==> src/design/aex_map.vh <==
`ifndef AEX_MAP_VH
`define AEX_MAP_VH

// register byte offsets
`define AEX_OFF_CTRL 8'h00
`define AEX_OFF_OPER 8'h04
`define AEX_OFF_PC 8'h08
`define AEX_OFF_ZPTR 8'h0c
`define AEX_OFF_FLAGS 8'h10
`define AEX_OFF_RESULT 8'h14
`define AEX_OFF_STATUS 8'h18

// control register fields
`define AEX_CTRL_OP_LSB 0
`define AEX_CTRL_BIT_LSB 5
`define AEX_CTRL_TWO_WORD 8
`define AEX_CTRL_K_LSB 16
`define AEX_CTRL_START 31

// operand register byte lanes
`define AEX_OPER_RD_LSB 0
`define AEX_OPER_RR_LSB 8
`define AEX_OPER_K_LSB 16
`define AEX_OPER_IO_LSB 24

// status flag positions
`define AEX_FLAG_C 0
`define AEX_FLAG_Z 1
`define AEX_FLAG_N 2
`define AEX_FLAG_V 3
`define AEX_FLAG_S 4
`define AEX_FLAG_H 5

// reset values
`define AEX_RST_WORD 32'h0000_0000
`define AEX_RST_PC 16'h0000
`define AEX_RST_FLAGS 8'h00

// cycle counts
`define AEX_CYC_ONE 2'h1
`define AEX_CYC_TWO 2'h2
`define AEX_CYC_THREE 2'h3

// operation codes
`define AEX_OP_ADD 5'h00
`define AEX_OP_ADD_CARRY 5'h01
`define AEX_OP_WORD_ADD_IMMEDIATE 5'h02
`define AEX_OP_SUB 5'h03
`define AEX_OP_SUBTRACT_IMMEDIATE 5'h04
`define AEX_OP_SUBTRACT_WITH_CARRY 5'h05
`define AEX_OP_SUBTRACT_IMMEDIATE_WITH_CARRY 5'h06
`define AEX_OP_WORD_SUBTRACT_IMMEDIATE 5'h07
`define AEX_OP_AND 5'h08
`define AEX_OP_AND_WITH_CONSTANT 5'h09
`define AEX_OP_OR 5'h0a
`define AEX_OP_OR_WITH_CONSTANT 5'h0b
`define AEX_OP_SET_BITS_OP 5'h0c
`define AEX_OP_CLEAR_BITS_OP 5'h0d
`define AEX_OP_REGISTER_TEST_OP 5'h0e
`define AEX_OP_POINTER_JUMP 5'h0f
`define AEX_OP_POINTER_CALL 5'h10
`define AEX_OP_COMPARE_SKIP_EQUAL 5'h11
`define AEX_OP_COMPARE_WITH_CONSTANT 5'h12
`define AEX_OP_SKIP_REG_BIT_CLEAR 5'h13
`define AEX_OP_SKIP_REG_BIT_SET 5'h14
`define AEX_OP_SKIP_IO_BIT_CLEAR 5'h15
`define AEX_OP_SKIP_IO_BIT_SET 5'h16
`define AEX_OP_BRANCH_FLAG_SET 5'h17
`define AEX_OP_BRANCH_FLAG_CLEAR 5'h18

// axi responses
`define AEX_RESP_OKAY 2'h0
`define AEX_RESP_SLVERR 2'h2

`endif

==> src/design/aex_alu.v <==
`timescale 1ns/1ps
`include "aex_map.vh"

// data path of the arithmetic and logic group, purely combinational
module aex_alu (
	input wire [4:0] op,
	input wire [7:0] rd_val,
	input wire [7:0] rr_val,
	input wire [7:0] imm,
	input wire [7:0] flags_in,
	output reg [7:0] res_lo,
	output reg [7:0] res_hi,
	output reg wr_lo,
	output reg wr_hi,
	output reg [7:0] flags_out
);
	reg [7:0] b8;
	reg cin;
	reg is_sub;
	reg [8:0] sum9;
	reg [8:0] diff9;
	reg [16:0] w17;
	reg [7:0] r;

	// pick operands, then set result and the flags each group touches
	always @* begin
		b8 = rr_val;
		cin = 1'b0;
		is_sub = 1'b0;
		case (op)
		`AEX_OP_SUBTRACT_IMMEDIATE, `AEX_OP_COMPARE_WITH_CONSTANT: begin
			b8 = imm;
			is_sub = 1'b1;
		end
		`AEX_OP_SUBTRACT_IMMEDIATE_WITH_CARRY: begin
			b8 = imm;
			is_sub = 1'b1;
			cin = flags_in[`AEX_FLAG_C];
		end
		`AEX_OP_SUB, `AEX_OP_WORD_SUBTRACT_IMMEDIATE: is_sub = 1'b1;
		`AEX_OP_SUBTRACT_WITH_CARRY: begin
			is_sub = 1'b1;
			cin = flags_in[`AEX_FLAG_C];
		end
		`AEX_OP_ADD_CARRY: cin = flags_in[`AEX_FLAG_C];
		`AEX_OP_AND_WITH_CONSTANT, `AEX_OP_OR_WITH_CONSTANT, `AEX_OP_SET_BITS_OP: b8 = imm;
		`AEX_OP_CLEAR_BITS_OP: b8 = ~imm;
		`AEX_OP_REGISTER_TEST_OP: b8 = rd_val;
		default: b8 = rr_val;
		endcase
		sum9 = {1'b0, rd_val} + {1'b0, b8} + {8'h00, cin};
		diff9 = {1'b0, rd_val} - {1'b0, b8} - {8'h00, cin};
		// word ops treat rr_val as the high byte of the pair
		if (is_sub)
			w17 = {1'b0, rr_val, rd_val} - {9'h000, imm};
		else
			w17 = {1'b0, rr_val, rd_val} + {9'h000, imm};
		r = is_sub ? diff9[7:0] : sum9[7:0];
		res_lo = r;
		res_hi = rr_val;
		wr_lo = 1'b0;
		wr_hi = 1'b0;
		flags_out = flags_in;
		case (op)
		`AEX_OP_ADD, `AEX_OP_ADD_CARRY: begin
			wr_lo = 1'b1;
			flags_out[`AEX_FLAG_C] = sum9[8];
			flags_out[`AEX_FLAG_H] = (rd_val[3] & b8[3]) | (b8[3] & ~r[3]) | (~r[3] & rd_val[3]);
			flags_out[`AEX_FLAG_V] = (rd_val[7] & b8[7] & ~r[7]) | (~rd_val[7] & ~b8[7] & r[7]);
			flags_out[`AEX_FLAG_N] = r[7];
			flags_out[`AEX_FLAG_Z] = (r == 8'h00);
		end
		`AEX_OP_SUB, `AEX_OP_SUBTRACT_IMMEDIATE, `AEX_OP_SUBTRACT_WITH_CARRY,
		`AEX_OP_SUBTRACT_IMMEDIATE_WITH_CARRY, `AEX_OP_COMPARE_WITH_CONSTANT: begin
			// compare keeps the register, only the flags move
			wr_lo = (op != `AEX_OP_COMPARE_WITH_CONSTANT);
			flags_out[`AEX_FLAG_C] = diff9[8];
			flags_out[`AEX_FLAG_H] = (~rd_val[3] & b8[3]) | (b8[3] & r[3]) | (r[3] & ~rd_val[3]);
			flags_out[`AEX_FLAG_V] = (rd_val[7] & ~b8[7] & ~r[7]) | (~rd_val[7] & b8[7] & r[7]);
			flags_out[`AEX_FLAG_N] = r[7];
			flags_out[`AEX_FLAG_Z] = (r == 8'h00);
		end
		`AEX_OP_WORD_ADD_IMMEDIATE, `AEX_OP_WORD_SUBTRACT_IMMEDIATE: begin
			wr_lo = 1'b1;
			wr_hi = 1'b1;
			res_lo = w17[7:0];
			res_hi = w17[15:8];
			flags_out[`AEX_FLAG_C] = w17[16];
			flags_out[`AEX_FLAG_V] = is_sub ? (rr_val[7] & ~w17[15]) : (~rr_val[7] & w17[15]);
			flags_out[`AEX_FLAG_N] = w17[15];
			flags_out[`AEX_FLAG_S] = w17[15] ^ flags_out[`AEX_FLAG_V];
			flags_out[`AEX_FLAG_Z] = (w17[15:0] == 16'h0000);
		end
		`AEX_OP_AND, `AEX_OP_AND_WITH_CONSTANT, `AEX_OP_CLEAR_BITS_OP, `AEX_OP_REGISTER_TEST_OP,
		`AEX_OP_OR, `AEX_OP_OR_WITH_CONSTANT, `AEX_OP_SET_BITS_OP: begin
			// carry and half-carry are left alone by the logic group
			if (op == `AEX_OP_OR || op == `AEX_OP_OR_WITH_CONSTANT || op == `AEX_OP_SET_BITS_OP)
				res_lo = rd_val | b8;
			else
				res_lo = rd_val & b8;
			wr_lo = (op != `AEX_OP_REGISTER_TEST_OP);
			flags_out[`AEX_FLAG_V] = 1'b0;
			flags_out[`AEX_FLAG_N] = res_lo[7];
			flags_out[`AEX_FLAG_Z] = (res_lo == 8'h00);
		end
		default: flags_out = flags_in;
		endcase
	end
endmodule

==> src/design/aex_core.v <==
// The placing of the registers and the AXI4-Lite slave port were chosen for this implementation.
`timescale 1ns/1ps
`include "aex_map.vh"

module aex_core #(
	parameter ADDR_W = 8
) (
	input wire aclk,
	input wire aresetn,
	input wire [ADDR_W-1:0] s_axi_awaddr,
	input wire [2:0] s_axi_awprot,
	input wire s_axi_awvalid,
	output reg s_axi_awready,
	input wire [31:0] s_axi_wdata,
	input wire [3:0] s_axi_wstrb,
	input wire s_axi_wvalid,
	output reg s_axi_wready,
	output reg [1:0] s_axi_bresp,
	output reg s_axi_bvalid,
	input wire s_axi_bready,
	input wire [ADDR_W-1:0] s_axi_araddr,
	input wire [2:0] s_axi_arprot,
	input wire s_axi_arvalid,
	output reg s_axi_arready,
	output reg [31:0] s_axi_rdata,
	output reg [1:0] s_axi_rresp,
	output reg s_axi_rvalid,
	input wire s_axi_rready,
	output reg busy
);
	localparam ST_IDLE = 2'b01;
	localparam ST_EXEC = 2'b10;

	// sequencer and architectural state seen by software
	reg [1:0] state_r;
	reg [1:0] left_r;
	reg [31:0] ctrl_r;
	reg [31:0] oper_r;
	reg [15:0] pc_r;
	reg [15:0] zptr_r;
	reg [7:0] flags_r;
	reg [15:0] result_r;
	reg taken_r;
	reg [1:0] last_cyc_r;
	// write beat held until both halves are in
	reg [ADDR_W-1:0] waddr_r;
	reg [31:0] wdata_r;
	reg [3:0] wstrb_r;
	reg aw_held_r;
	reg w_held_r;

	// fields of the control and operand words
	wire [4:0] op = ctrl_r[`AEX_CTRL_OP_LSB +: 5];
	wire [2:0] bsel = ctrl_r[`AEX_CTRL_BIT_LSB +: 3];
	wire two_word = ctrl_r[`AEX_CTRL_TWO_WORD];
	wire [6:0] koff = ctrl_r[`AEX_CTRL_K_LSB +: 7];
	wire [7:0] rd_val = oper_r[`AEX_OPER_RD_LSB +: 8];
	wire [7:0] rr_val = oper_r[`AEX_OPER_RR_LSB +: 8];
	wire [7:0] imm = oper_r[`AEX_OPER_K_LSB +: 8];
	wire [7:0] io_val = oper_r[`AEX_OPER_IO_LSB +: 8];

	// alu outputs, only used on the commit edge
	wire [7:0] alu_lo;
	wire [7:0] alu_hi;
	wire alu_wr_lo;
	wire alu_wr_hi;
	wire [7:0] alu_flags;

	// operands are frozen while busy, so the alu output is stable for the commit
	aex_alu u_alu (
		.op(op),
		.rd_val(rd_val),
		.rr_val(rr_val),
		.imm(imm),
		.flags_in(flags_r),
		.res_lo(alu_lo),
		.res_hi(alu_hi),
		.wr_lo(alu_wr_lo),
		.wr_hi(alu_wr_hi),
		.flags_out(alu_flags)
	);

	// flow decode, one copy shared by skip and branch
	reg cond;
	reg is_skip;
	reg is_branch;
	reg [1:0] cyc;
	reg [15:0] pc_nxt;

	// condition, cycle count and next pc for the program-flow group
	always @* begin
		cond = 1'b0;
		is_skip = 1'b0;
		is_branch = 1'b0;
		case (op)
		`AEX_OP_COMPARE_SKIP_EQUAL: begin
			is_skip = 1'b1;
			cond = (rd_val == rr_val);
		end
		`AEX_OP_SKIP_REG_BIT_CLEAR: begin
			is_skip = 1'b1;
			cond = ~rr_val[bsel];
		end
		`AEX_OP_SKIP_REG_BIT_SET: begin
			is_skip = 1'b1;
			cond = rr_val[bsel];
		end
		`AEX_OP_SKIP_IO_BIT_CLEAR: begin
			is_skip = 1'b1;
			cond = ~io_val[bsel];
		end
		`AEX_OP_SKIP_IO_BIT_SET: begin
			is_skip = 1'b1;
			cond = io_val[bsel];
		end
		`AEX_OP_BRANCH_FLAG_SET: begin
			is_branch = 1'b1;
			cond = flags_r[bsel];
		end
		`AEX_OP_BRANCH_FLAG_CLEAR: begin
			is_branch = 1'b1;
			cond = ~flags_r[bsel];
		end
		default: cond = 1'b0;
		endcase
		// cycle count of the operation
		case (op)
		`AEX_OP_WORD_ADD_IMMEDIATE, `AEX_OP_WORD_SUBTRACT_IMMEDIATE: cyc = `AEX_CYC_TWO;
		`AEX_OP_POINTER_JUMP: cyc = `AEX_CYC_TWO;
		`AEX_OP_POINTER_CALL: cyc = `AEX_CYC_THREE;
		default: cyc = `AEX_CYC_ONE;
		endcase
		if (is_skip && cond)
			cyc = two_word ? `AEX_CYC_THREE : `AEX_CYC_TWO;
		if (is_branch && cond)
			cyc = `AEX_CYC_TWO;
		// next program counter
		pc_nxt = pc_r + 16'h0001;
		if (op == `AEX_OP_POINTER_JUMP || op == `AEX_OP_POINTER_CALL)
			pc_nxt = zptr_r;
		else if (is_skip && cond)
			pc_nxt = pc_r + (two_word ? 16'h0003 : 16'h0002);
		else if (is_branch && cond)
			pc_nxt = pc_r + {{9{koff[6]}}, koff} + 16'h0001;
	end

	// byte-lane merge for partial writes
	function [31:0] merge;
		input [31:0] old;
		input [31:0] din;
		input [3:0] strb;
		integer i;
		begin
			merge = old;
			for (i = 0; i < 4; i = i + 1)
				if (strb[i])
					merge[i*8 +: 8] = din[i*8 +: 8];
		end
	endfunction

	wire do_write = aw_held_r & w_held_r & ~s_axi_bvalid;
	wire [ADDR_W-1:0] wa = waddr_r;
	wire mapped_w = (wa == `AEX_OFF_CTRL) || (wa == `AEX_OFF_OPER) || (wa == `AEX_OFF_PC) ||
		(wa == `AEX_OFF_ZPTR) || (wa == `AEX_OFF_FLAGS) || (wa == `AEX_OFF_RESULT) ||
		(wa == `AEX_OFF_STATUS);
	// software may only steer the core while it is idle
	wire sw_wr = do_write & (state_r == ST_IDLE);
	wire start = sw_wr & (wa == `AEX_OFF_CTRL) & wstrb_r[3] & wdata_r[`AEX_CTRL_START];
	wire [31:0] pc_word = merge({16'h0000, pc_r}, wdata_r, wstrb_r);
	wire [31:0] z_word = merge({16'h0000, zptr_r}, wdata_r, wstrb_r);
	wire [31:0] fl_word = merge({24'h000000, flags_r}, wdata_r, wstrb_r);

	// write channel: address and data taken in either order, response after both
	always @(posedge aclk) begin
		if (!aresetn) begin
			s_axi_awready <= 1'b1;
			s_axi_wready <= 1'b1;
			s_axi_bvalid <= 1'b0;
			s_axi_bresp <= `AEX_RESP_OKAY;
			aw_held_r <= 1'b0;
			w_held_r <= 1'b0;
			waddr_r <= {ADDR_W{1'b0}};
			wdata_r <= `AEX_RST_WORD;
			wstrb_r <= 4'h0;
		end else begin
			if (s_axi_awvalid && s_axi_awready) begin
				aw_held_r <= 1'b1;
				waddr_r <= s_axi_awaddr;
				s_axi_awready <= 1'b0;
			end
			if (s_axi_wvalid && s_axi_wready) begin
				w_held_r <= 1'b1;
				wdata_r <= s_axi_wdata;
				wstrb_r <= s_axi_wstrb;
				s_axi_wready <= 1'b0;
			end
			if (do_write) begin
				aw_held_r <= 1'b0;
				w_held_r <= 1'b0;
				s_axi_bvalid <= 1'b1;
				s_axi_bresp <= mapped_w ? `AEX_RESP_OKAY : `AEX_RESP_SLVERR;
			end
			// ready comes back only once the response has gone
			if (s_axi_bvalid && s_axi_bready) begin
				s_axi_bvalid <= 1'b0;
				s_axi_awready <= 1'b1;
				s_axi_wready <= 1'b1;
			end
		end
	end

	// register file plus sequencer; commits win because bus writes are blocked while busy
	always @(posedge aclk) begin
		if (!aresetn) begin
			state_r <= ST_IDLE;
			left_r <= 2'h0;
			busy <= 1'b0;
			ctrl_r <= `AEX_RST_WORD;
			oper_r <= `AEX_RST_WORD;
			pc_r <= `AEX_RST_PC;
			zptr_r <= `AEX_RST_PC;
			flags_r <= `AEX_RST_FLAGS;
			result_r <= 16'h0000;
			taken_r <= 1'b0;
			last_cyc_r <= 2'h0;
		end else begin
			case (state_r)
			ST_IDLE: begin
				if (sw_wr) begin
					case (wa)
					`AEX_OFF_CTRL: ctrl_r <= merge(ctrl_r, wdata_r, wstrb_r) & 32'h007f_01ff;
					`AEX_OFF_OPER: oper_r <= merge(oper_r, wdata_r, wstrb_r);
					`AEX_OFF_PC: pc_r <= pc_word[15:0];
					`AEX_OFF_ZPTR: zptr_r <= z_word[15:0];
					`AEX_OFF_FLAGS: flags_r <= fl_word[7:0];
					default: ;
					endcase
				end
				// start uses the control fields written in the same beat
				if (start) begin
					ctrl_r <= merge(ctrl_r, wdata_r, wstrb_r) & 32'h007f_01ff;
					state_r <= ST_EXEC;
					busy <= 1'b1;
				end
			end
			ST_EXEC: begin
				if (left_r == 2'h0) begin
					left_r <= cyc - 2'h1;
					last_cyc_r <= cyc;
					taken_r <= cond;
				end else begin
					left_r <= left_r - 2'h1;
				end
				// commit on the final cycle of the operation
				if ((left_r == 2'h1) || (left_r == 2'h0 && cyc == `AEX_CYC_ONE)) begin
					state_r <= ST_IDLE;
					busy <= 1'b0;
					left_r <= 2'h0;
					pc_r <= pc_nxt;
					flags_r <= alu_flags;
					if (alu_wr_lo)
						oper_r[`AEX_OPER_RD_LSB +: 8] <= alu_lo;
					if (alu_wr_hi)
						oper_r[`AEX_OPER_RR_LSB +: 8] <= alu_hi;
					// call leaves its return address here for software to read at the result offset
					if (op == `AEX_OP_POINTER_CALL)
						result_r <= pc_r + 16'h0001;
					else
						result_r <= {alu_hi, alu_lo};
				end
			end
			default: begin
				state_r <= ST_IDLE;
				busy <= 1'b0;
			end
			endcase
		end
	end

	// status packs busy, last condition and cycles
	reg [31:0] rd_mux;
	reg rd_ok;

	// read decode; unmapped addresses answer zero with slverr
	always @* begin
		rd_ok = 1'b1;
		case (s_axi_araddr)
		`AEX_OFF_CTRL: rd_mux = ctrl_r;
		`AEX_OFF_OPER: rd_mux = oper_r;
		`AEX_OFF_PC: rd_mux = {16'h0000, pc_r};
		`AEX_OFF_ZPTR: rd_mux = {16'h0000, zptr_r};
		`AEX_OFF_FLAGS: rd_mux = {24'h000000, flags_r};
		`AEX_OFF_RESULT: rd_mux = {16'h0000, result_r};
		`AEX_OFF_STATUS: rd_mux = {28'h0000000, last_cyc_r, taken_r, busy};
		default: begin
			rd_mux = 32'h0000_0000;
			rd_ok = 1'b0;
		end
		endcase
	end

	// read channel: one outstanding read, data one edge after the address
	always @(posedge aclk) begin
		if (!aresetn) begin
			s_axi_arready <= 1'b1;
			s_axi_rvalid <= 1'b0;
			s_axi_rdata <= 32'h0000_0000;
			s_axi_rresp <= `AEX_RESP_OKAY;
		end else begin
			if (s_axi_arvalid && s_axi_arready) begin
				s_axi_arready <= 1'b0;
				s_axi_rvalid <= 1'b1;
				s_axi_rdata <= rd_mux;
				s_axi_rresp <= rd_ok ? `AEX_RESP_OKAY : `AEX_RESP_SLVERR;
			end else if (s_axi_rvalid && s_axi_rready) begin
				s_axi_rvalid <= 1'b0;
				s_axi_arready <= 1'b1;
			end
		end
	end
endmodule

==> config.mk <==
export PLATFORM = sky130hd
export DESIGN_NAME = aex_core
export DESIGN_NICKNAME = d
export VERILOG_FILES = /design/src/design/aex_alu.v /design/src/design/aex_core.v
export VERILOG_INCLUDE_DIRS = /design/src /design/src/design
export SDC_FILE = /design/constraint.sdc
export NUM_CORES = 1
export LEC_CHECK = 0
export ABC_AREA = 1
export BUFFER_PORTS_ARGS = -buffer_cell sky130_fd_sc_hd__buf_2
export CAP_MARGIN = 10
export CORE_AREA = 5 5 197 199
export CTS_CLUSTER_DIAMETER = 80
export DETAILED_ROUTE_END_ITERATION = 8
export DIE_AREA = 0 0 202 204
export GPL_ROUTABILITY_DRIVEN = 1
export PLACE_DENSITY = 0.54
export SLEW_MARGIN = 20
export SYNTH_ARGS = -nofsm -noshare
export SYNTH_HDL_FRONTEND = slang
export SYNTH_HIERARCHICAL = 1
export SYNTH_SLANG_ARGS = --single-unit
==> constraint.sdc <==
create_clock -name aclk -period 5.5 [get_ports aclk]
set_input_delay 1.1 -clock aclk [delete_from_list [all_inputs] [get_ports aclk]]
set_output_delay 1.1 -clock aclk [all_outputs]
set_load 0.05 [all_outputs]
# ---- Yosys cells after proc, flatten, opt, wreduce, memory -nomap -nowiden
# Index checks and enable logic that the tools add are counted.
dict set report op_classes {
  bitwise_logic 45
  n_reduce_logical 60
  mul 0
  n_mux 72
  eq_ne 57
  shifts 0
  n_div 0
  n_lt_le_gt_ge 1
  n_addsub 12
}
# operator count
set ops {}
lappend ops {{one-hot mux 32 bit (7 select lines)} 1}
lappend ops {{two-way mux 16 bit} 10}
lappend ops {{two-way mux 32 bit} 3}
lappend ops {{two-way mux 8 bit} 11}
lappend ops {{one-hot mux 16 bit (2 select lines)} 2}
lappend ops {{== test 8 x 5 -> 1 bit, second input constant} 6}
lappend ops {{== test 5 bit, second input constant} 9}
lappend ops {{== test 5 x 4 -> 1 bit, second input constant} 8}
lappend ops {{AND reduction 6 bit} 6}
lappend ops {{adder 16 x 1 -> 16 bit, second input constant} 2}
lappend ops {{== test 8 x 4 -> 1 bit, second input constant} 4}
lappend ops {{zero test 8 bit} 4}
lappend ops {{one-hot mux 8 bit (2 select lines)} 2}
lappend ops {{one-hot mux 8 bit (3 select lines)} 1}
lappend ops {{AND 1 bit} 22}
lappend ops {{== test 5 x 3 -> 1 bit, second input constant} 4}
lappend ops {{two-way mux 1 bit} 20}
lappend ops {{inequality test 2 bit, second input constant} 10}
lappend ops {{adder 16 x 8 -> 17 bit} 1}
lappend ops {{two-way mux 17 bit} 1}
lappend ops {{subtractor 16 x 8 -> 17 bit} 1}
lappend ops {{adder 16 bit} 1}
lappend ops {{adder 16 x 2 -> 16 bit} 1}
lappend ops {{== test 8 x 3 -> 1 bit, second input constant} 2}
lappend ops {{other kinds (48)} 115}
dict set report word_totals {
  mem_bits_rw 0
  inputBits 65
  register_bits 215
  elab_cells 280
  output_inout_bits 42
  romBits 0
  mem_count 0
  latchBits 0
}

# ---- Logic depth before layout (Yosys ltp)
# Gate-level depths: netlist (run 1).
dict set report logic_depth {
  depth_word 13
  mapped_depth 27
  ltp_nobuf 26
}

# ---- Modules after synthesis
# The synthesis (run 1) kept the hierarchy.
# module n_inst seq_area_each_um2 cells_each area_each_um2
set by_module_without_submodules {}
lappend by_module_without_submodules {aex_core 1 3923.8 1624 10820.4}
lappend by_module_without_submodules {aex_alu 1 0.0 680 3691.0}

# ---- Worst setup path after synthesis (run 1)
# No wires, ideal clock.
dict set report synth_path {
  path_kind {register to register}
  startpoint {reg ctrl_r[1]}
  endpoint {reg result_r[7]}
  slack_ps 2237
  setup_time_ps 95
  stages_incl_launch_ff 22
  t_arrival_ps 3168
  period_less_slack_ps 3263
  path_buffers 0
  required_ps 5405
  cell_sequence {dfxtp_1 -> nor2_2 -> nand2_1 -> nor2_2 -> nor2_2 -> nand2_4 -> a221oi_1 -> o21ai_1 -> ha_1 -> inv_1 -> ha_1 -> nand2_1 -> nor2_1 -> nand2_1 -> nand3_1 -> nand2_1 -> nand3_1 -> nand2_2 -> inv_1 -> o221ai_1 -> a21oi_1 -> a221oi_1}
}
dict set report synth_via {
  word_cells_on_any_way 61
  classes_between {4 x add/sub; 25 x eq/ne; 15 x mux; 2 x bitwise; 15 x reduce/logical}
}
# item line
set synth_lines {}
lappend synth_lines {{start, declared} aex_core.v:37} ;# reg [31:0] ctrl_r;
lappend synth_lines {{start signal, assigned} aex_core.v:218} ;# ctrl_r <= `AEX_RST_WORD;
lappend synth_lines {{start signal, assigned} aex_core.v:231} ;# `AEX_OFF_CTRL: ctrl_r <= merge(ctrl_r, wdata_r, wstrb_r) & 32'h007f_01ff;
lappend synth_lines {{start signal, assigned} aex_core.v:241} ;# ctrl_r <= merge(ctrl_r, wdata_r, wstrb_r) & 32'h007f_01ff;
lappend synth_lines {{== test 5 x 3 -> 1 bit (tied with other cells)} aex_alu.v:30} ;# case (op)
lappend synth_lines {{OR reduction 6 bit (no source line)} --}
lappend synth_lines {{one-hot mux 8 bit (3 select lines)} aex_alu.v:30}
lappend synth_lines {{adder 8 x 8 -> 9 bit (tied with other cells)} aex_alu.v:51} ;# sum9 = {1'b0, rd_val} + {1'b0, b8} + {8'h00, cin};
lappend synth_lines {{adder 9 x 1 -> 9 bit (tied with other cells)} aex_alu.v:51}
lappend synth_lines {{two-way mux 8 bit (on tied branches)} {aex_alu.v:58, aex_alu.v:64}}
lappend synth_lines {{one-hot mux 8 bit (2 select lines) (*)} aex_alu.v:64} ;# case (op)
lappend synth_lines {{net alu_lo[7]} aex_core.v:63} ;# wire [7:0] alu_lo;
lappend synth_lines {{two-way mux 16 bit (*)} aex_core.v:266} ;# if (op == `AEX_OP_POINTER_CALL)
lappend synth_lines {{end signal, assigned} aex_core.v:267} ;# result_r <= pc_r + 16'h0001;
lappend synth_lines {{end signal, assigned} aex_core.v:269} ;# result_r <= {alu_hi, alu_lo};
lappend synth_lines {{end, declared} aex_core.v:42} ;# reg [15:0] result_r;
# The timed path passes the listed nets; every way through them passes the cells marked *. The select of a mux whose other input is x is not followed.
# A chain may end at the register's enable or synchronous reset.

# ---- Final worst setup path (run 1)
dict set report layout_path {
  startpoint {reg ctrl_r[0]}
  endpoint {reg result_r[7]}
}
# Same word-level chain as after synthesis.

==> reports/metrics.cfg, run 1 <==
[detailed_routing]
drt_iter0_markers = 1318
post_drt_wl_per_cell_um = 19.0
drtPass1Iterations = 6
via_count = 15200
drc = 0
vias_per_cell = 5.38
postRouteAntennaNets = 0
routed_wl_mm = 53.7

[place]
gp_congestion = 0.964
io_buffers = 98
placed_area_mm2 = 0.0152
dpl.hpwl_mm = 42.2

[logic_synthesis]
synth_flop_cell = dfxtp_1
netlist.area_leader.share = 0.270
yosys.area.top_type = dfxtp_1
syn_area_mm2 = 0.0145
synth_seq_cells = 196
ys_async_sr_fraction = 0
seq_area_frac_synth = 0.270
synth_area_per_cell_um2 = 6.30
synth_cell_type_count = 57
synth_edf_count = 0
synth_cells = 2304
synth_area_leaders = dfxtp_1 27%, nand2_1 15%, inv_1 7.7%
synth_warnings = 6

[floorplanning]
start_util = 0.392
dieArea_mm2 = 0.0412
core_mm2 = 0.0370
die_h_um = 204
rows = 71
io_pins = 107
chipWidth_um = 202

[timing]
drv_slew = 0
skew_ns = 0.0213
tightest_slew_ns = 1.06
setup_tns_ns = 0
slew_headroom = 0.288
setup_viol = 0
fin_crit_sh = 0.817
hold_slack_ns = 0.459
fmax_ghz = 0.223
period_minus_slack_ns = 4.49
hold_viol = 0
rsz0062_at_grt = false

[layout]
final_area_mm2 = 0.0158
fillCellCount = 4064
multi_input_area_mm2 = 0.00893
area_delta_synth_final_pct = 9.08
nNetsFinal = 2483
antenna_cells = 0
seqCellArea_mm2 = 0.00392
drive_above_1_share = 0.104

[critical_path]
path_max_fanout = 18
critical_path_required_ns = 5.86
startpoint_type = flip-flop
r2r.worst_path.cells = 20
path_cells = nor2_1 > nand3_2 > nand2_1 > nor2_2 > nand2_4 > a21oi_2 > inv_2 > o21ai_1 > ha_1 > inv_1 > ha_1 > a21oi_1 > nand3_1 > nand2_1 > nand3_1 > nand2_2 > inv_1 > o221ai_1 > a21oi_1 > a221oi_1
critPathMaxStageDelay_ns = 0.80
end_kind = flip-flop
criticalPathCategory = flip-flop to flip-flop
crit_slowest_cell = dfxtp_1
worstPathArrival_ns = 4.86
rrSetupSlack_ns = 1.01

[worst_hold_path]
hp-class = flip-flop to flip-flop
min_path_cells = 2

[clock_network]
cts_hold_repair.buffers = 0
root_buffer = clkbuf_16
insertion_delay_ns = 0.46
cts_tree = done
post_cts.repair.setup_buffers = 0
post_cts_resized = 0
clk_path_buf_depth = 2
numCtsBuffers = 17
cts_max_level = 4
clk_pin_slew_ns = 0.09
cts.sinks = 196

[pwr]
combPwrFrac = 0.088
p_leak_nw = 7.26
ir_worst_vdd_mv = 0.190
seq_power_share = 0.483
p_per_area_mw_per_mm2 = 196
switchingPower_mw = 0.895
fin_total_pwr_mw = 3.10
pwr-share-clk = 0.429
swShare = 0.288
intPower_mw = 2.21

[global_routing]
grt_pass1_vias = 14100
antenna_found_initial = 0
track_usage = 0.251
grt_max_degree = 112
grt_first_pass_wirelength_mm = 81.0
grt.overflow.total = 0

[outcome]
outcome = finished, final reports clean

[flow_run]
maxCapViolations = 0

## layout make-up
type	count	area share
multi-input combinational	1705	0.564
clock buffer	18	0.0277
tap	474	0.0375
timing repair buffer	109	0.0364
clock inverter	14	0.0117
inverter	314	0.0748
sequential	196	0.248
## worst max-delay path: cells and delay by family (launching register included)
kind                     cells  cell delay, ns
flip-flops                   1            0.80
buffers and inverters        3            0.28
adder cells (fa/ha/maj)      2            0.64
AND/OR/NAND/NOR              9            1.15
AO/OA/AOI/OAI                6            1.51
## sequential cells by signal, summed over array words and instances (netlist names), 2 cells and up
signal,cells
oper_r,32
left_r,2
pc_r,16
s_axi_rdata,32
last_cyc_r,2
wdata_r,32
result_r,16
wstrb_r,4
flags_r,8
ctrl_r,16
wa,8
zptr_r,16
## cells in the final DEF (no fill, tap or decap), types with 3 or more instances in the layout
master	synthesis	final
a221oi_1	15	15
clkinv_8	0	4
xnor2_1	15	15
a21oi_2	19	19
inv_1	296	296
nand2_1	577	577
o22ai_1	14	14
clkbuf_16	0	17
o31ai_1	4	4
nand2_2	10	10
o211ai_1	9	9
inv_8	0	5
nand3_2	22	22
nor2_2	10	10
dfxtp_1	196	196
nor2_1	241	241
or2_2	7	7
inv_2	13	13
buf_2	18	97
buf_4	6	12
fa_1	6	6
o221ai_1	8	8
clkinv_1	3	3
nand3_1	142	142
nor2_4	4	4
a21oi_1	154	154
nand2_4	6	6
ha_1	69	69
and2_1	6	6
xor2_1	36	36
nor4_1	3	3
nand4_1	29	29
o21ai_0	217	217
nor3_1	18	18
a31oi_1	27	27
o21ai_1	16	16
## power groups by stage
stage	combinational (mW)	sequential [mW]	clock, mW
floorplan	0.161	1.54	0
CTS	0.273	1.50	1.35
finish	0.273	1.50	1.33
detailed placement	0.272	1.53	0
global placement	0.270	1.53	0
global route	0.305	1.50	1.41
## metrics by stage
step           cells  setup slack, ns  utilization
5_1_grt         2830            0.690        0.427
6_report        2830             1.01        0.427
4_1_cts         2830             1.08        0.427
2_1_floorplan   2305             2.24            -
3_3_place_gp    2798             1.15        0.410
3_5_place_dp    2798             1.10        0.410
## Yosys cell counts (16+ instances only)
cell type / instances
o21ai_0: 217
ha_1: 69
clkbuf_1: 52
inv_1: 296
nand2_1: 577
nor2_1: 241
a31oi_1: 27
a21oi_1: 154
a21oi_2: 19
nand3_1: 142
dfxtp_1: 196
nand4_1: 29
nor3_1: 18
buf_2: 18
nand3_2: 22
o21ai_1: 16
xor2_1: 36
## layer usage
metal | vias up | GRT usage | part of all wire
li1 | 7578 | - | -
met5 | - | 0 | 0
met3 | 79 | 0.0424 | 0.062
met2 | 492 | 0.420 | 0.47
met1 | 7070 | 0.333 | 0.44
met4 | 0 | 0.0762 | 0.031
## cells by family after synthesis
kind of cell / after synthesis / synth area share
adders and majority gates: 75 / 0.0678
and+or+nand+nor: 1082 / 0.324
buffers and inverters: 404 / 0.115
xor gates and xnor gates: 51 / 0.0308
AOI/OAI and AO/OA: 495 / 0.192
DFF: 196 / 0.270
other: 1 / 0.000258
## path summary, 6_finish.rpt
path                         endpoint                    from
max          result_r[7]$_SDFFE_PN0P_  ctrl_r[0]$_SDFFE_PN0P_
min                wa[7]$_SDFFE_PN0P_      wa[7]$_SDFFE_PN0P_
max reg2reg  result_r[7]$_SDFFE_PN0P_  ctrl_r[0]$_SDFFE_PN0P_
min reg2reg        wa[7]$_SDFFE_PN0P_      wa[7]$_SDFFE_PN0P_
Power figures use the tool's default switching activity.
==> run 2: changes to the inputs <==
- PLACE_DENSITY: 0.54 -> 0.56
- clock period: 5.5 -> 4.1 ns (I/O delays scaled with it)
==> run 2 against run 1 <==
Against the previous run:
- routed wire length is 0.72% lower
- critical path depth is 2 higher
- via count is 1.3% higher
- worst setup slack worse by 0.71 ns
- power is 32% higher
- largest power group unchanged
==> reports/metrics.cfg, run 2 (same netlist as run 1, synthesis figures left out) <==
[pwr]
p_leak_nw = 7.53  ; +3.7%
p_per_area_mw_per_mm2 = 252  ; +29%
ir_worst_vdd_mv = 0.245  ; +29%
switchingPower_mw = 1.20  ; +34%
swShare = 0.293  ; +0.00423
pwr-share-clk = 0.420  ; -0.009
combPwrFrac = 0.089  ; about the same
fin_total_pwr_mw = 4.10  ; +32%
intPower_mw = 2.90  ; +31%
seq_power_share = 0.491  ; +0.008

[place]
gp_congestion = 0.956  ; -0.79%
dpl.hpwl_mm = 42.4  ; +0.49%
io_buffers = 98  ; unchanged
pre_cts_slack_ns = 0.226  ; -0.876 ns
placed_area_mm2 = 0.0156  ; +2.7%

[global_routing]
grt_pass1_vias = 14600  ; +3.5%
grt.overflow.total = 0  ; unchanged
grt_max_degree = 156  ; +39%
met2_usage = 0.432  ; +0.0126
busiest_layer = met2
met3_usage = 0.0332  ; -0.00920
globalRouteMet1Util = 0.329  ; -0.00438
grt_first_pass_wirelength_mm = 82.3  ; +1.5%
antenna_found_initial = 0  ; unchanged
track_usage = 0.253  ; +0.00181

[detailed_routing]
postRouteAntennaNets = 0  ; unchanged
via_count = 15400  ; +1.3%
drc = 0  ; unchanged
drtPass1Iterations = 6  ; unchanged
routed_wl_mm = 53.3  ; -0.72%
drt_iter0_markers = 1169  ; -11%
post_drt_wl_per_cell_um = 18.5  ; -2.5%
vias_per_cell = 5.35  ; -0.55%

[timing]
setup_viol = 0  ; unchanged
fin_crit_sh = 0.926  ; +0.109
drv_slew = 0  ; unchanged
hold_viol = 0  ; unchanged
rsz0062_at_grt = false
setup_tns_ns = 0  ; unchanged
tightest_slew_ns = 1.10  ; +0.0376 ns
slew_headroom = 0.258  ; -0.0300
period_minus_slack_ns = 3.80  ; -0.695 ns
skew_ns = 0.0133  ; -0.00797 ns
worst_slack_ns = 0.302  ; -0.705 ns
fmax_ghz = 0.263  ; +18%
hold_slack_ns = 0.463  ; +0.00413 ns

[critical_path]
worstPathArrival_ns = 4.14  ; -0.72 ns
end_kind = flip-flop
startpoint_type = flip-flop
path_max_fanout = 9  ; -9
criticalPathCategory = flip-flop to flip-flop
critical_path_required_ns = 4.44  ; -1.42 ns

[layout]
antenna_cells = 0  ; unchanged
nNetsFinal = 2535  ; +2.1%
drive_above_1_share = 0.125  ; +0.0214
final_area_mm2 = 0.0162  ; +2.5%
final_common_cell = nand2_1
most-common-layout-cells = 577 x nand2_1, 295 x inv_1, 241 x nor2_1
area_delta_synth_final_pct = 11.9
reg_top3 = oper_r (32), s_axi_rdata (32), wdata_r (32)

[floorplanning]
chipWidth_um = 202  ; unchanged
core_mm2 = 0.0370  ; unchanged
start_util = 0.392  ; unchanged
io_pins = 107  ; unchanged
rows = 71  ; unchanged
die_h_um = 204  ; unchanged
dieArea_mm2 = 0.0412  ; unchanged

[outcome]
outcome = finished, final reports clean

[clock_network]
cts_tree = done
clk_path_buf_depth = 2  ; unchanged
root_buffer = clkbuf_16
cts.sinks = 196  ; unchanged
post_cts.repair.setup_buffers = 0  ; unchanged
cts_max_level = 4  ; unchanged
clk_pin_slew_ns = 0.08  ; about the same
insertion_delay_ns = 0.45  ; about the same
numCtsBuffers = 17  ; unchanged

[flow_run]
maxCapViolations = 0  ; unchanged

[worst_hold_path]
hp-class = flip-flop to flip-flop

run 2: power groups by stage:
stage	Sequential (mW)	Clock [mW]	Combinational (mW)
after floorplan	2.07	0	0.216
after global placement	2.05	0	0.360
after detailed placement	2.06	0	0.362
after CTS	2.01	1.74	0.364
after global routing	2.02	1.83	0.409
final	2.01	1.72	0.365
run 2: critical path: stages (launching register included):
cell and delay (ns):
dfxtp_1 0.48, inv_4 0.08, nand3_2 0.11, nand2_1 0.09
nor2_2 0.15, nand2_4 0.11, a21oi_2 0.19, inv_2 0.08
o21ai_1 0.30, ha_1 0.32, inv_1 0.12, ha_1 0.29
nand2_1 0.11, buf_4 0.11, inv_1 0.03, o21ai_0 0.10
nand4_1 0.12, nand3_1 0.13, nand2_1 0.11, nand2_1 0.08
o221ai_1 0.23, a21oi_1 0.25, a21oi_1 0.08
run 2: area by class of cell:
type,count,area [um^2]
inverter,314,1180
tap,474,593
fill,3975,20800
timing repair buffer,161,991
multi-input combinational,1705,8940
sequential,196,3930
clock inverter,15,175
clock buffer,17,425
run 2: stage by stage:
step | instances | utilization
detailed placement | 2850 | 0.422
finish | 2882 | 0.438
global route | 2882 | 0.438
global placement | 2850 | 0.422
CTS | 2882 | 0.438
floorplan | 2305 | -
run 2: final timing paths:
check	startpoint	slack, ns	cells after the start	to
worst max-delay path	ctrl_r[4]$_SDFFE_PN0P_	0.30	22	result_r[5]$_SDFFE_PN0P_
worst min-delay path	wa[6]$_SDFFE_PN0P_	0.46	2	wa[6]$_SDFFE_PN0P_
worst max register to register	ctrl_r[4]$_SDFFE_PN0P_	0.30	22	result_r[5]$_SDFFE_PN0P_
worst min register to register	wa[6]$_SDFFE_PN0P_	0.46	2	wa[6]$_SDFFE_PN0P_
run 2: repair_timing:
item | in CTS | in global routing
gates resized for setup | 0 | 7
hold buffers | 0 | 0
endpoints found under the setup margin | 0 | 17
run 2: per-layer routing:
layer | part of all wire | up-vias
met5 | 0 | -
met4 | 0.036 | 0
met3 | 0.057 | 88
met2 | 0.47 | 507
met1 | 0.44 | 7144
li1 | - | 7675
